===== src/shared/ccr_pkg.sv =====
package ccr_pkg;

    // Register word and address widths of the serial register interface
    localparam int unsigned ADDR_W = 6;
    localparam int unsigned DATA_W = 16;
    localparam int unsigned CAL_W  = 24;

    // Register addresses
    localparam logic [5:0] CH4_GAIN_TRIM_HIGH_ADDR   = 6'h20;
    localparam logic [5:0] CH4_GAIN_TRIM_LOW_ADDR    = 6'h21;
    localparam logic [5:0] CH5_CHANNEL_SETUP_ADDR    = 6'h22;
    localparam logic [5:0] CH5_OFFSET_TRIM_HIGH_ADDR = 6'h23;
    localparam logic [5:0] CH5_OFFSET_TRIM_LOW_ADDR  = 6'h24;

    // Reset values
    localparam logic [15:0] CH4_GAIN_TRIM_HIGH_RST   = 16'h8000;
    localparam logic [15:0] CH4_GAIN_TRIM_LOW_RST    = 16'h0000;
    localparam logic [15:0] CH5_CHANNEL_SETUP_RST    = 16'h0000;
    localparam logic [15:0] CH5_OFFSET_TRIM_HIGH_RST = 16'h0000;
    localparam logic [15:0] CH5_OFFSET_TRIM_LOW_RST  = 16'h0000;

    // Writable bits of each word; everything else reads zero
    localparam logic [15:0] TRIM_LOW_WMASK = 16'hFF00;
    localparam logic [15:0] SETUP_WMASK    = 16'hFFC7;

    // Field positions inside the setup word and the trim low words
    localparam int unsigned DELAY_LSB     = 6;
    localparam int unsigned DELAY_W       = 10;
    localparam int unsigned HP_OFF_BIT    = 2;
    localparam int unsigned SEL_LSB       = 0;
    localparam int unsigned SEL_W         = 2;
    localparam int unsigned LOW_BYTE_LSB  = 8;
    localparam int unsigned LOW_BYTE_W    = 8;

    // Channel 5 input sources
    typedef enum logic [1:0] {
        CCR_SRC_PINS    = 2'h0,
        CCR_SRC_SHORTED = 2'h1,
        CCR_SRC_TEST_P  = 2'h2,
        CCR_SRC_TEST_N  = 2'h3
    } ccr_src_t;

    // Joins a 24-bit value from its high word and the top byte of its low word
    function automatic logic [23:0] ccr_join(input logic [15:0] hi, input logic [15:0] lo);
        ccr_join = {hi, lo[15:8]};
    endfunction : ccr_join

endpackage : ccr_pkg


===== src/ccr_input_mux.sv =====
`timescale 1ns/1ps
// Picks the sample fed to the channel 5 datapath from the setup field
module ccr_input_mux #(
    parameter int unsigned SAMPLE_W = 24
) (
    // Clock and reset
    input  wire logic                       clk_i,
    input  wire logic                       rst_i,
    // Selection
    input  wire ccr_pkg::ccr_src_t          sel_i,
    // Candidate sources
    input  wire logic signed [SAMPLE_W-1:0] pin_sample_i,
    input  wire logic signed [SAMPLE_W-1:0] test_level_i,
    // Selected sample
    output logic signed [SAMPLE_W-1:0]      sample_o
);
    import ccr_pkg::*;

    logic signed [SAMPLE_W-1:0] pick;

    // Shorted inputs give a zero differential sample
    assign pick = (sel_i == CCR_SRC_PINS)    ? pin_sample_i :
                  (sel_i == CCR_SRC_SHORTED) ? '0 :
                  (sel_i == CCR_SRC_TEST_P)  ? test_level_i :
                                               -test_level_i;

    always_ff @(posedge clk_i or posedge rst_i) begin
        if (rst_i) begin
            sample_o <= '0;
        end else begin
            sample_o <= pick;
        end
    end

endmodule : ccr_input_mux


===== src/ccr_trim_apply.sv =====
`timescale 1ns/1ps
// Applies offset then gain to one conversion result, one stage of registers
module ccr_trim_apply #(
    parameter int unsigned SAMPLE_W = 24
) (
    // Clock and reset
    input  wire logic                       clk_i,
    input  wire logic                       rst_i,
    // Trim operands
    input  wire logic [23:0]                gain_i,
    input  wire logic signed [23:0]         offset_i,
    // Conversion stream
    input  wire logic                       valid_i,
    input  wire logic signed [SAMPLE_W-1:0] sample_i,
    output logic                            valid_o,
    output logic signed [SAMPLE_W-1:0]      sample_o
);
    import ccr_pkg::*;

    localparam int unsigned SUM_W  = SAMPLE_W + 1;
    localparam int unsigned PROD_W = SUM_W + 25;
    localparam logic signed [SUM_W-1:0] MAX_V = SUM_W'((1 << (SAMPLE_W - 1)) - 1);
    localparam logic signed [SUM_W-1:0] MIN_V = -MAX_V - SUM_W'(1);

    logic signed [SUM_W-1:0]  sum;
    logic signed [PROD_W-1:0] prod;
    logic signed [PROD_W-1:0] scaled;
    logic signed [SUM_W-1:0]  clip;

    assign sum    = SUM_W'(sample_i) + SUM_W'(offset_i);
    // Gain is unsigned with unity at bit 23, so scale by 2^-23
    assign prod   = PROD_W'(sum) * PROD_W'($signed({1'b0, gain_i}));
    assign scaled = prod >>> 23;
    // Saturate rather than wrap so a large trim never flips the sign
    assign clip   = (scaled > PROD_W'(MAX_V)) ? MAX_V :
                    (scaled < PROD_W'(MIN_V)) ? MIN_V : SUM_W'(scaled);

    always_ff @(posedge clk_i or posedge rst_i) begin
        if (rst_i) begin
            valid_o  <= 1'b0;
            sample_o <= '0;
        end else begin
            valid_o  <= valid_i;
            sample_o <= clip[SAMPLE_W-1:0];
        end
    end

endmodule : ccr_trim_apply


===== src/ccr_channel_calibration_config_regs.sv =====
`timescale 1ns/1ps
// What this block does
// - The channel 4 gain high word holds gain bits 23 to 8 in its bits 15 to 0.
// - The 24-bit gain is an unsigned fraction from zero up to just under two.
// - Gain bits 7 to 0 sit in bits 15 to 8 of the channel 4 gain low word.
// - The low byte of every trim low word reads zero and ignores writes.
// - The gain high word at 20h resets to 8000h and every other word to zero.
// - Setup bits 15 to 6 are a signed delay in modulator clock cycles for channel 5.
// - Setup bit 2 clear leaves the global high-pass setting in charge, set forces it off.
// - Setup bits 1 to 0 pick own pins, shorted, positive test or negative test input.
// - The channel 5 offset high word holds offset bits 23 to 8 in its bits 15 to 0.
// - Offset bits 7 to 0 sit in bits 15 to 8 of the channel 5 offset low word.
module ccr_channel_calibration_config_regs #(
    parameter int unsigned SAMPLE_W = 24
) (
    // Clock and reset
    input  wire logic                       clk_i,
    input  wire logic                       rst_i,
    // Register access from the serial interface
    input  wire logic                       reg_wr_i,
    input  wire logic                       reg_rd_i,
    input  wire logic [ccr_pkg::ADDR_W-1:0] reg_addr_i,
    input  wire logic [ccr_pkg::DATA_W-1:0] reg_wdata_i,
    output logic [ccr_pkg::DATA_W-1:0]      reg_rdata_o,
    output logic                            reg_hit_o,
    // Global high-pass setting for channel 5
    input  wire logic                       global_highpass_setting_i,
    // Channel 5 controls
    output logic signed [9:0]               ch5_sample_delay_o,
    output logic                            ch5_highpass_en_o,
    output ccr_pkg::ccr_src_t               ch5_input_select_o,
    // Assembled trims
    output logic [23:0]                     ch4_gain_o,
    output logic signed [23:0]              ch5_offset_o,
    // Channel 4 conversion stream
    input  wire logic                       ch4_valid_i,
    input  wire logic signed [SAMPLE_W-1:0] ch4_sample_i,
    output logic                            ch4_valid_o,
    output logic signed [SAMPLE_W-1:0]      ch4_sample_o,
    // Channel 5 conversion stream
    input  wire logic                       ch5_valid_i,
    input  wire logic signed [SAMPLE_W-1:0] ch5_pin_sample_i,
    input  wire logic signed [SAMPLE_W-1:0] ch5_test_level_i,
    output logic                            ch5_valid_o,
    output logic signed [SAMPLE_W-1:0]      ch5_sample_o
);
    import ccr_pkg::*;

    logic [15:0] gain_hi_reg;
    logic [15:0] gain_lo_reg;
    logic [15:0] setup_reg;
    logic [15:0] offs_hi_reg;
    logic [15:0] offs_lo_reg;

    logic        sel_gain_hi;
    logic        sel_gain_lo;
    logic        sel_setup;
    logic        sel_offs_hi;
    logic        sel_offs_lo;
    logic        any_sel;
    logic [15:0] rd_mux;

    // Address decode
    assign sel_gain_hi = (reg_addr_i == CH4_GAIN_TRIM_HIGH_ADDR);
    assign sel_gain_lo = (reg_addr_i == CH4_GAIN_TRIM_LOW_ADDR);
    assign sel_setup   = (reg_addr_i == CH5_CHANNEL_SETUP_ADDR);
    assign sel_offs_hi = (reg_addr_i == CH5_OFFSET_TRIM_HIGH_ADDR);
    assign sel_offs_lo = (reg_addr_i == CH5_OFFSET_TRIM_LOW_ADDR);
    assign any_sel     = sel_gain_hi | sel_gain_lo | sel_setup | sel_offs_hi | sel_offs_lo;

    // Reserved bits are never stored, so they always read back as zero
    assign rd_mux = sel_gain_hi ? gain_hi_reg :
                    sel_gain_lo ? gain_lo_reg :
                    sel_setup   ? setup_reg   :
                    sel_offs_hi ? offs_hi_reg :
                    sel_offs_lo ? offs_lo_reg : 16'h0000;

    // Register storage
    always_ff @(posedge clk_i or posedge rst_i) begin
        if (rst_i) begin
            gain_hi_reg <= CH4_GAIN_TRIM_HIGH_RST;
            gain_lo_reg <= CH4_GAIN_TRIM_LOW_RST;
            setup_reg   <= CH5_CHANNEL_SETUP_RST;
            offs_hi_reg <= CH5_OFFSET_TRIM_HIGH_RST;
            offs_lo_reg <= CH5_OFFSET_TRIM_LOW_RST;
        end else if (reg_wr_i) begin
            if (sel_gain_hi) begin
                gain_hi_reg <= reg_wdata_i;
            end
            if (sel_gain_lo) begin
                gain_lo_reg <= reg_wdata_i & TRIM_LOW_WMASK;
            end
            if (sel_setup) begin
                setup_reg <= reg_wdata_i & SETUP_WMASK;
            end
            if (sel_offs_hi) begin
                offs_hi_reg <= reg_wdata_i;
            end
            if (sel_offs_lo) begin
                offs_lo_reg <= reg_wdata_i & TRIM_LOW_WMASK;
            end
        end
    end

    // Read port; answers one cycle after the read strobe
    always_ff @(posedge clk_i or posedge rst_i) begin
        if (rst_i) begin
            reg_rdata_o <= 16'h0000;
            reg_hit_o   <= 1'b0;
        end else if (reg_rd_i) begin
            reg_rdata_o <= rd_mux;
            reg_hit_o   <= any_sel;
        end
    end

    logic [23:0]        gain_next;
    logic signed [23:0] offs_next;
    logic               hp_en_next;

    // Gain stays unsigned: 800000h is unity, FFFFFFh just under two
    assign gain_next  = ccr_join(gain_hi_reg, gain_lo_reg);
    assign offs_next  = $signed(ccr_join(offs_hi_reg, offs_lo_reg));
    assign hp_en_next = setup_reg[HP_OFF_BIT] ? 1'b0 : global_highpass_setting_i;

    // Decoded controls, registered so every output leaves a flip-flop
    always_ff @(posedge clk_i or posedge rst_i) begin
        if (rst_i) begin
            ch5_sample_delay_o <= '0;
            ch5_highpass_en_o  <= 1'b0;
            ch5_input_select_o <= CCR_SRC_PINS;
            ch4_gain_o         <= '0;
            ch5_offset_o       <= '0;
        end else begin
            ch5_sample_delay_o <= $signed(setup_reg[DELAY_LSB +: DELAY_W]);
            ch5_highpass_en_o  <= hp_en_next;
            ch5_input_select_o <= ccr_src_t'(setup_reg[SEL_LSB +: SEL_W]);
            ch4_gain_o         <= gain_next;
            ch5_offset_o       <= offs_next;
        end
    end

    // Channel 5 source selection; the sample is aligned with a delayed valid
    logic                       ch5_valid_d;
    logic signed [SAMPLE_W-1:0] ch5_selected;

    always_ff @(posedge clk_i or posedge rst_i) begin
        if (rst_i) begin
            ch5_valid_d <= 1'b0;
        end else begin
            ch5_valid_d <= ch5_valid_i;
        end
    end

    ccr_input_mux #(
        .SAMPLE_W (SAMPLE_W)
    ) u_ch5_mux (
        .clk_i        (clk_i),
        .rst_i        (rst_i),
        .sel_i        (ch5_input_select_o),
        .pin_sample_i (ch5_pin_sample_i),
        .test_level_i (ch5_test_level_i),
        .sample_o     (ch5_selected)
    );

    // Channel 4 gets offset-free gain trim, channel 5 offset at unity gain
    ccr_trim_apply #(
        .SAMPLE_W (SAMPLE_W)
    ) u_ch4_trim (
        .clk_i    (clk_i),
        .rst_i    (rst_i),
        .gain_i   (ch4_gain_o),
        .offset_i (24'sh000000),
        .valid_i  (ch4_valid_i),
        .sample_i (ch4_sample_i),
        .valid_o  (ch4_valid_o),
        .sample_o (ch4_sample_o)
    );

    ccr_trim_apply #(
        .SAMPLE_W (SAMPLE_W)
    ) u_ch5_trim (
        .clk_i    (clk_i),
        .rst_i    (rst_i),
        .gain_i   (24'h800000),
        .offset_i (ch5_offset_o),
        .valid_i  (ch5_valid_d),
        .sample_i (ch5_selected),
        .valid_o  (ch5_valid_o),
        .sample_o (ch5_sample_o)
    );

endmodule : ccr_channel_calibration_config_regs


===== config.mk =====
export PLATFORM = sky130hd
export DESIGN_NAME = ccr_channel_calibration_config_regs
export DESIGN_NICKNAME = d
export VERILOG_FILES = /design/src/shared/ccr_pkg.sv /design/src/ccr_input_mux.sv /design/src/ccr_trim_apply.sv /design/src/ccr_channel_calibration_config_regs.sv
export SDC_FILE = /design/constraint.sdc
export NUM_CORES = 2
export LEC_CHECK = 0
export ABC_AREA = 1
export BUFFER_PORTS_ARGS = -buffer_cell sky130_fd_sc_hd__buf_2
export CORE_AREA = 3 3 261 263
export DETAILED_ROUTE_END_ITERATION = 16
export DIE_AREA = 0 0 264 266
export GPL_ROUTABILITY_DRIVEN = 0
export SETUP_SLACK_MARGIN = 0.3
export SYNTH_ARGS = -nofsm -noshare
export SYNTH_HDL_FRONTEND = slang
export SYNTH_SLANG_ARGS = --single-unit
export TNS_END_PERCENT = 1

===== constraint.sdc =====
create_clock -name clk_i -period 14.9 [get_ports clk_i]
set_clock_uncertainty 0.2 [all_clocks]
set_input_delay 0 -clock clk_i [delete_from_list [all_inputs] [get_ports clk_i]]
set_output_delay 0 -clock clk_i [all_outputs]
set_load 0.005 [all_outputs]

## Yosys cells after proc, flatten, opt, wreduce, memory -nomap -nowiden

Cells that the tools add are included.
W data, S select, Z words.

- Add/subtract/negate cells: 2
- Multiply operators: 1
- Order comparisons: 4
- Eq/ne operators: 7
- Muxes and demuxes: 13
- Bitwise operators: 4
- Reductions and logical operators: 6

Operators with widths:

| operator | number |
|---|---|
| $mux W24 | 7 |
| $mux W16 | 5 |
| $mul A24 B25 Y49 | 1 |
| $eq A6 B6 Y1 const B | 5 |
| $gt A26 B24 Y1 const B | 1 |
| $lt A26 B24 Y1 const B | 1 |
| $add A24 B24 Y25 | 1 |
| $gt A25 B24 Y1 const B | 1 |
| $lt A25 B24 Y1 const B | 1 |
| $neg A24 Y24 | 1 |
| $reduce_and A2 Y1 | 5 |
| $or A1 B1 Y1 | 4 |
| $eq A2 B1 Y1 const B | 1 |
| $eq A2 B2 Y1 const B | 1 |
| $logic_not A2 Y1 | 1 |
| $mux W1 | 1 |

- Register bits: 214
- Input port bits: 101
- Output and inout bits: 128
- Word-level logic and storage cells: 55

## Depth between registers and ports, before layout

- Depth after elaboration: 6
- Depth in mapped cells: 34
- Gate-level depth less buffers: 32

## Modules after synthesis

From an unflattened synthesis, not the netlist that was laid out.

- Cell total of the unflattened synthesis: 7044
- Area total of the unflattened synthesis: 57067.2 um2

By module, submodules not included:

| module | instances | cells an instance | area each (um2) | sequential area each (um2) |
|---|---|---|---|---|
| ccr_trim_apply (u_ch4_trim) | 1 | 3176 | 25381.8 | 625.6 |
| ccr_trim_apply (u_ch5_trim) | 1 | 3160 | 25067.8 | 625.6 |
| ccr_channel_calibration_config_regs | 1 | 468 | 5002.3 | 3504.6 |
| ccr_input_mux | 1 | 240 | 1615.3 | 600.6 |

## Worst setup path after synthesis

No wires, ideal clock.

- Path kind: reg2reg
- Start: register ch4_gain_o[16]
- End: register u_ch4_trim.sample_o[11]
- Library setup time: 116 ps
- Arrival: 6083 ps
- Data required time: 14584 ps
- Slack: 8501 ps
- Cell stages (with the launch flop): 33
- Path buffers: 2
- Period minus slack after synthesis: 6399 ps
- Cells stage by stage: dfrtp_1 > clkbuf_1 > nand2_1 > inv_1 > fa_1 > inv_1 > fa_1 > fa_1 > inv_1 > fa_1 > inv_1 > fa_1 > inv_1 > fa_1 > inv_1 > fa_1 > inv_1 > ha_1 > nand2_1 > inv_1 > nand2_1 > nand2_1 > nand2_1 > nand2_1 > nand2_1 > nand2_1 > nand2_1 > nand3_1 > nand2_1 > nand2_2 > o21ai_4 > buf_12 > nand2_2

- Word-level cells in the longest chain between the ends: 4
- Elaborated cells on any way between the ends: 5
- Classes of those cells: mul: 1; order compare: 2; mux: 2

Ends and longest elaborated chain:

| what | RTL line | RTL |
|---|---|---|
| start: declaration | ccr_channel_calibration_config_regs.sv:33 | `output logic [23:0] ch4_gain_o,` |
| start signal: assignment | ccr_channel_calibration_config_regs.sv:137 | `ch4_gain_o <= gain_next;` |
| $mul A24 B25 Y49 * | ccr_trim_apply.sv:32 | `assign prod = PROD_W'(sum) * PROD_W'($signed({1'b0, gain_i}));` |
| $lt A26 B24 Y1 | ccr_trim_apply.sv:36 | `(scaled < PROD_W'(MIN_V)) ? MIN_V : SUM_W'(scaled);` |
| $mux W24 | ccr_trim_apply.sv:36 |  |
| $mux W24 * | ccr_trim_apply.sv:35 | `assign clip = (scaled > PROD_W'(MAX_V)) ? MAX_V :` |
| net u_ch4_trim.clip[11] | ccr_trim_apply.sv:28 | `logic signed [SUM_W-1:0] clip;` |
| end signal: assignment | ccr_trim_apply.sv:44 | `sample_o <= clip[SAMPLE_W-1:0];` |
| end: declaration | ccr_trim_apply.sv:16 | `output logic signed [SAMPLE_W-1:0] sample_o` |

Mark *: on every way through the listed nets, which the timed path passes. The rest lies on a longest branch.
A chain may end at the register's enable or synchronous reset.

## Worst setup path in the final report

- Start: register ch4_gain_o[11]
- End: register u_ch4_trim.sample_o[15]

Same word-level chain as after synthesis.

==> tab_implementation.tex <==
\begin{tabular}{lr}
\hline
Metric & Value \\
\hline
\multicolumn{2}{l}{\textbf{Routing}} \\
\quad Number of DRC markers after the initial detailed-route iteration & 1681 \\
\quad Final routed wire length divided by cell count & 18.5 um \\
\quad Final routed wirelength across all metal layers & 90300 um \\
\quad Number of nets still failing antenna checks after routing & 0 \\
\quad TritonRoute pass-1 iters & 8 \\
\quad Number of remaining DRC errors & 0 \\
\quad Vias after detailed routing & 24306 \\
\quad Vias per inst & 4.98 \\
\multicolumn{2}{l}{\textbf{Floorplan}} \\
\quad Height of the die & 266 um \\
\quad Core Footprint & 65900 um\^{}2 \\
\quad Effective utilization at floorplan & 0.451 \\
\quad Number of top-level pins & 229 \\
\quad Die outline width & 264 um \\
\quad Area of the die & 70200 um\^{}2 \\
\quad Site row count & 94 \\
\multicolumn{2}{l}{\textbf{Critical path}} \\
\quad Worst R2R End & u\_ch4\_trim.sample\_o[15]\$\_DFF\_PP0\_ \\
\quad CP bufs+invs & 6 \\
\quad Most used cell, CP & sky130\_fd\_sc\_hd\_\_nand2\_1 \\
\quad Slowest cell delay on critical path & 1.11 ns \\
\quad Logic depth of the worst path, buffers included & 28 \\
\quad Critical Path Sink Type & flop \\
\quad Kind of cell adding the most delay to the critical path & adder cells \\
\quad Setup slack on the worst flop-to-flop path & 7.30 ns \\
\quad Critical R2R Launch & ch4\_gain\_o[11]\$\_DFF\_PP0\_ \\
\quad Required time of the critical path & 15.10 ns \\
\quad Crit path max fanout & 25 \\
\quad Startpoint type of the worst setup path & flop \\
\quad Setup CP Type & flop to flop \\
\quad Cell type of the slowest stage on the worst timing path & sky130\_fd\_sc\_hd\_\_dfrtp\_1 \\
\quad Critical path data arrival time & 7.79 ns \\
\quad Worst r2r path cells & 28 \\
\multicolumn{2}{l}{\textbf{CTS}} \\
\quad Post-cts hold buffer count & 84 \\
\quad Number of setup buffers added after CTS & 0 \\
\quad Cell at the root of the clock tree & sky130\_fd\_sc\_hd\_\_clkbuf\_16 \\
\quad CTS HTree Levels & 1 \\
\quad TritonCTS buffer count & 24 \\
\quad Max Root-Sink Buffers & 3 \\
\quad Gates resized, CTS repair & 0 \\
\quad Clock tree from TritonCTS & built \\
\quad Clock Latency Late Sink & 0.55 ns \\
\quad Clk sinks & 214 \\
\quad Clock-pin slew of the registers on the worst-case setup and hold paths & 0.07 ns \\
\multicolumn{2}{l}{\textbf{Yosys}} \\
\quad Number of different library cells in the post-synthesis netlist & 47 \\
\quad Total of warnings raised by yosys & 0 \\
\quad Syn Nets & 4568 \\
\quad Flip-flop and latch count after synthesis & 214 \\
\quad Avg Cell Area, Syn & 7.89 um\^{}2 \\
\quad Register area share after synthesis & 0.180 \\
\quad Combined area of all synthesized cells & 29700 um\^{}2 \\
\quad Cells after synthesis & 3762 \\
\multicolumn{2}{l}{\textbf{Layout}} \\
\quad Most used cells in the layout excluding fill and tap cells & sky130\_fd\_sc\_hd\_\_nand2\_1 (1071), sky130\_fd\_sc\_hd\_\_inv\_1 (982), sky130\_fd\_sc\_hd\_\_fa\_1 (482) \\
\quad Most common cell after layout, fill and taps aside & sky130\_fd\_sc\_hd\_\_nand2\_1 \\
\quad Summed area of non-filler cells in the final layout & 33200 um\^{}2 \\
\quad Number of inserted filler cells in the final layout & 6447 \\
\quad Number of nets in the layout & 4805 \\
\quad Proportion of layout cells with a drive suffix above 1 & 0.0971 \\
\quad Layout overhead on the synthesized area & 11.9\% \\
\multicolumn{2}{l}{\textbf{GRT}} \\
\quad Gr usage total & 0.262 \\
\quad Number of global-route vias before repair & 25131 \\
\quad Overflow after GRT & 0 \\
\quad Global-route wire length before repair & 143000 um \\
\quad Initial antenna violation count & 3 \\
\quad Largest net degree at the start of global routing & 148 \\
\multicolumn{2}{l}{\textbf{Timing}} \\
\quad Achievable clock frequency & 132 MHz \\
\quad Final min period & 7.60 ns \\
\quad Max-slew violations & 0 \\
\quad Relative slew slack & 0.231 \\
\quad Number of hold violations in the final report & 2 \\
\quad Final setup margin & 7.30 ns \\
\quad Share of the clock period used by the worst path & 0.510 \\
\quad Final setup violation count & 0 \\
\quad Setup repair after global routing missed its margin & false \\
\quad Final sum of negative setup slack & 0 ns \\
\quad WHS & -0.0173 ns \\
\quad Least-Margin Pin Slew & 1.15 ns \\
\multicolumn{2}{l}{\textbf{Flow run}} \\
\quad Max Cap Viol & 0 \\
\multicolumn{2}{l}{\textbf{Power}} \\
\quad Pleak & 19.4 nW \\
\quad Switching share of power & 0.577 \\
\quad Internal portion of total power & 3.31 mW \\
\quad Fraction of power consumed by the clock network & 0.078 \\
\quad VDD IR max & 0.280 mV \\
\quad Flop pwr share & 0.103 \\
\quad PwrDens & 236 nW/um\^{}2 \\
\quad Net switching power of the design & 4.52 mW \\
\quad Combinational Power Share & 0.819 \\
\multicolumn{2}{l}{\textbf{Placed design}} \\
\quad HPWL after DPL & 68500 um \\
\quad Post-Place Setup Slack & 7.30 ns \\
\quad Post-Place Cell Area & 31600 um\^{}2 \\
\quad \# port buffers & 228 \\
\multicolumn{2}{l}{\textbf{Outcome}} \\
\quad Outcome & finished, violations left \\
\quad Violated checks & negative hold slack \\
\multicolumn{2}{l}{\textbf{Worst hold path}} \\
\quad Worst min-delay path class & input port to async pin \\
\hline
\end{tabular}
## cell usage after synthesis (all sizes together)
cell type / number / share of area
a21o: 4 / 0.0010
clkinv: 4 / 0.00051
o2111ai: 1 / 0.00030
dfrtp: 213 / 0.18
a32o: 2 / 0.00067
a41oi: 5 / 0.0015
a21oi: 82 / 0.014
fa: 482 / 0.33
nor2: 151 / 0.021
xnor2: 14 / 0.0041
or3: 1 / 0.00021
or2: 19 / 0.0040
nand4: 30 / 0.0065
o21a: 1 / 0.00025
o21bai: 21 / 0.0053
and3: 1 / 0.00021
dfstp: 1 / 0.00089
nand3b: 2 / 0.00051
o21ai: 128 / 0.022
nand3: 72 / 0.012
a21boi: 1 / 0.00025
nor4: 4 / 0.00084
nand2: 1115 / 0.15
and2: 1 / 0.00021
clkbuf: 117 / 0.015
xor2: 30 / 0.0088
a31oi: 7 / 0.0015
buf: 9 / 0.0034
o211ai: 8 / 0.0020
a22o: 1 / 0.00030
ha: 223 / 0.094
inv: 992 / 0.13
a211oi: 2 / 0.00051
nor3: 18 / 0.0032
## logic make-up after synthesis
group / share of synthesized area
flip-flops: 0.180
AND/OR/NAND/NOR: 0.194
buffers and inverters: 0.144
XOR/XNOR: 0.0130
adder cells (fa/ha/maj): 0.419
AO/OA/AOI/OAI: 0.0495
## power groups by stage
stage | Clock, mW | Combinational (mW) | Sequential [mW]
3_5_place_dp | 0 | 6.39 | 0.811
2_1_floorplan | 0 | 4.44 | 0.793
4_1_cts | 0.627 | 6.48 | 0.803
5_1_grt | 0.647 | 7.24 | 0.815
6_report | 0.613 | 6.42 | 0.803
3_3_place_gp | 0 | 6.40 | 0.814
## routing by layer
layer	share of wire	track usage	vias up
li1	-	-	11397
met1	0.42	0.347	11885
met2	0.48	0.440	833
met3	0.065	0.0356	189
met4	0.043	0.101	2
met5	0.00014	0	-
## worst max path at each step
| stage | startpoint | endpoint | slack (ns) |
|---|---|---|---|
| 2_1_floorplan | ch4_gain_o[16]$_DFF_PP0_ | u_ch4_trim.sample_o[11]$_DFF_PP0_ | 8.50 |
| 3_3_place_gp | ch4_gain_o[11]$_DFF_PP0_ | u_ch4_trim.sample_o[2]$_DFF_PP0_ | 7.35 |
| 3_5_place_dp | ch4_gain_o[7]$_DFF_PP0_ | u_ch4_trim.sample_o[0]$_DFF_PP0_ | 7.30 |
| 4_1_cts | ch4_gain_o[7]$_DFF_PP0_ | u_ch4_trim.sample_o[2]$_DFF_PP0_ | 7.30 |
| 5_1_grt | ch4_gain_o[11]$_DFF_PP0_ | u_ch4_trim.sample_o[1]$_DFF_PP0_ | 6.91 |
| 6_report | ch4_gain_o[11]$_DFF_PP0_ | u_ch4_trim.sample_o[15]$_DFF_PP0_ | 7.30 |
## worst register-to-register path: cells and delay by family, from the launching register on
kind,cells,cell delay (ns)
fa+ha+maj,8,3.92
simple gates,13,1.16
flops,1,1.11
compound gates,1,0.68
buf+inv,6,0.34
## per-stage QoR
step,std cells,hold WS [ns],power [mW],utilization
3_5_place_dp,4753,-0.0874,7.20,0.479
4_1_cts,4880,0.0260,7.91,0.504
2_1_floorplan,3762,-0.169,5.23,-
5_1_grt,4881,0.0818,8.70,0.504
3_3_place_gp,4753,-0.0922,7.21,0.479
6_report,4882,-0.0173,7.83,0.504
## area by class of cell
class	instances	area, um^2	area share
well taps	864	1080	0.0325
diodes	2	5.00	0.000151
inverters	996	3750	0.113
flip-flops and latches	214	5360	0.161
clock buffers	30	674	0.0203
repair buffers	337	2170	0.0653
clock inverters	13	135	0.00407
multi-input cells	2426	20100	0.604
Note: power is estimated with default switching activity, not from simulation.
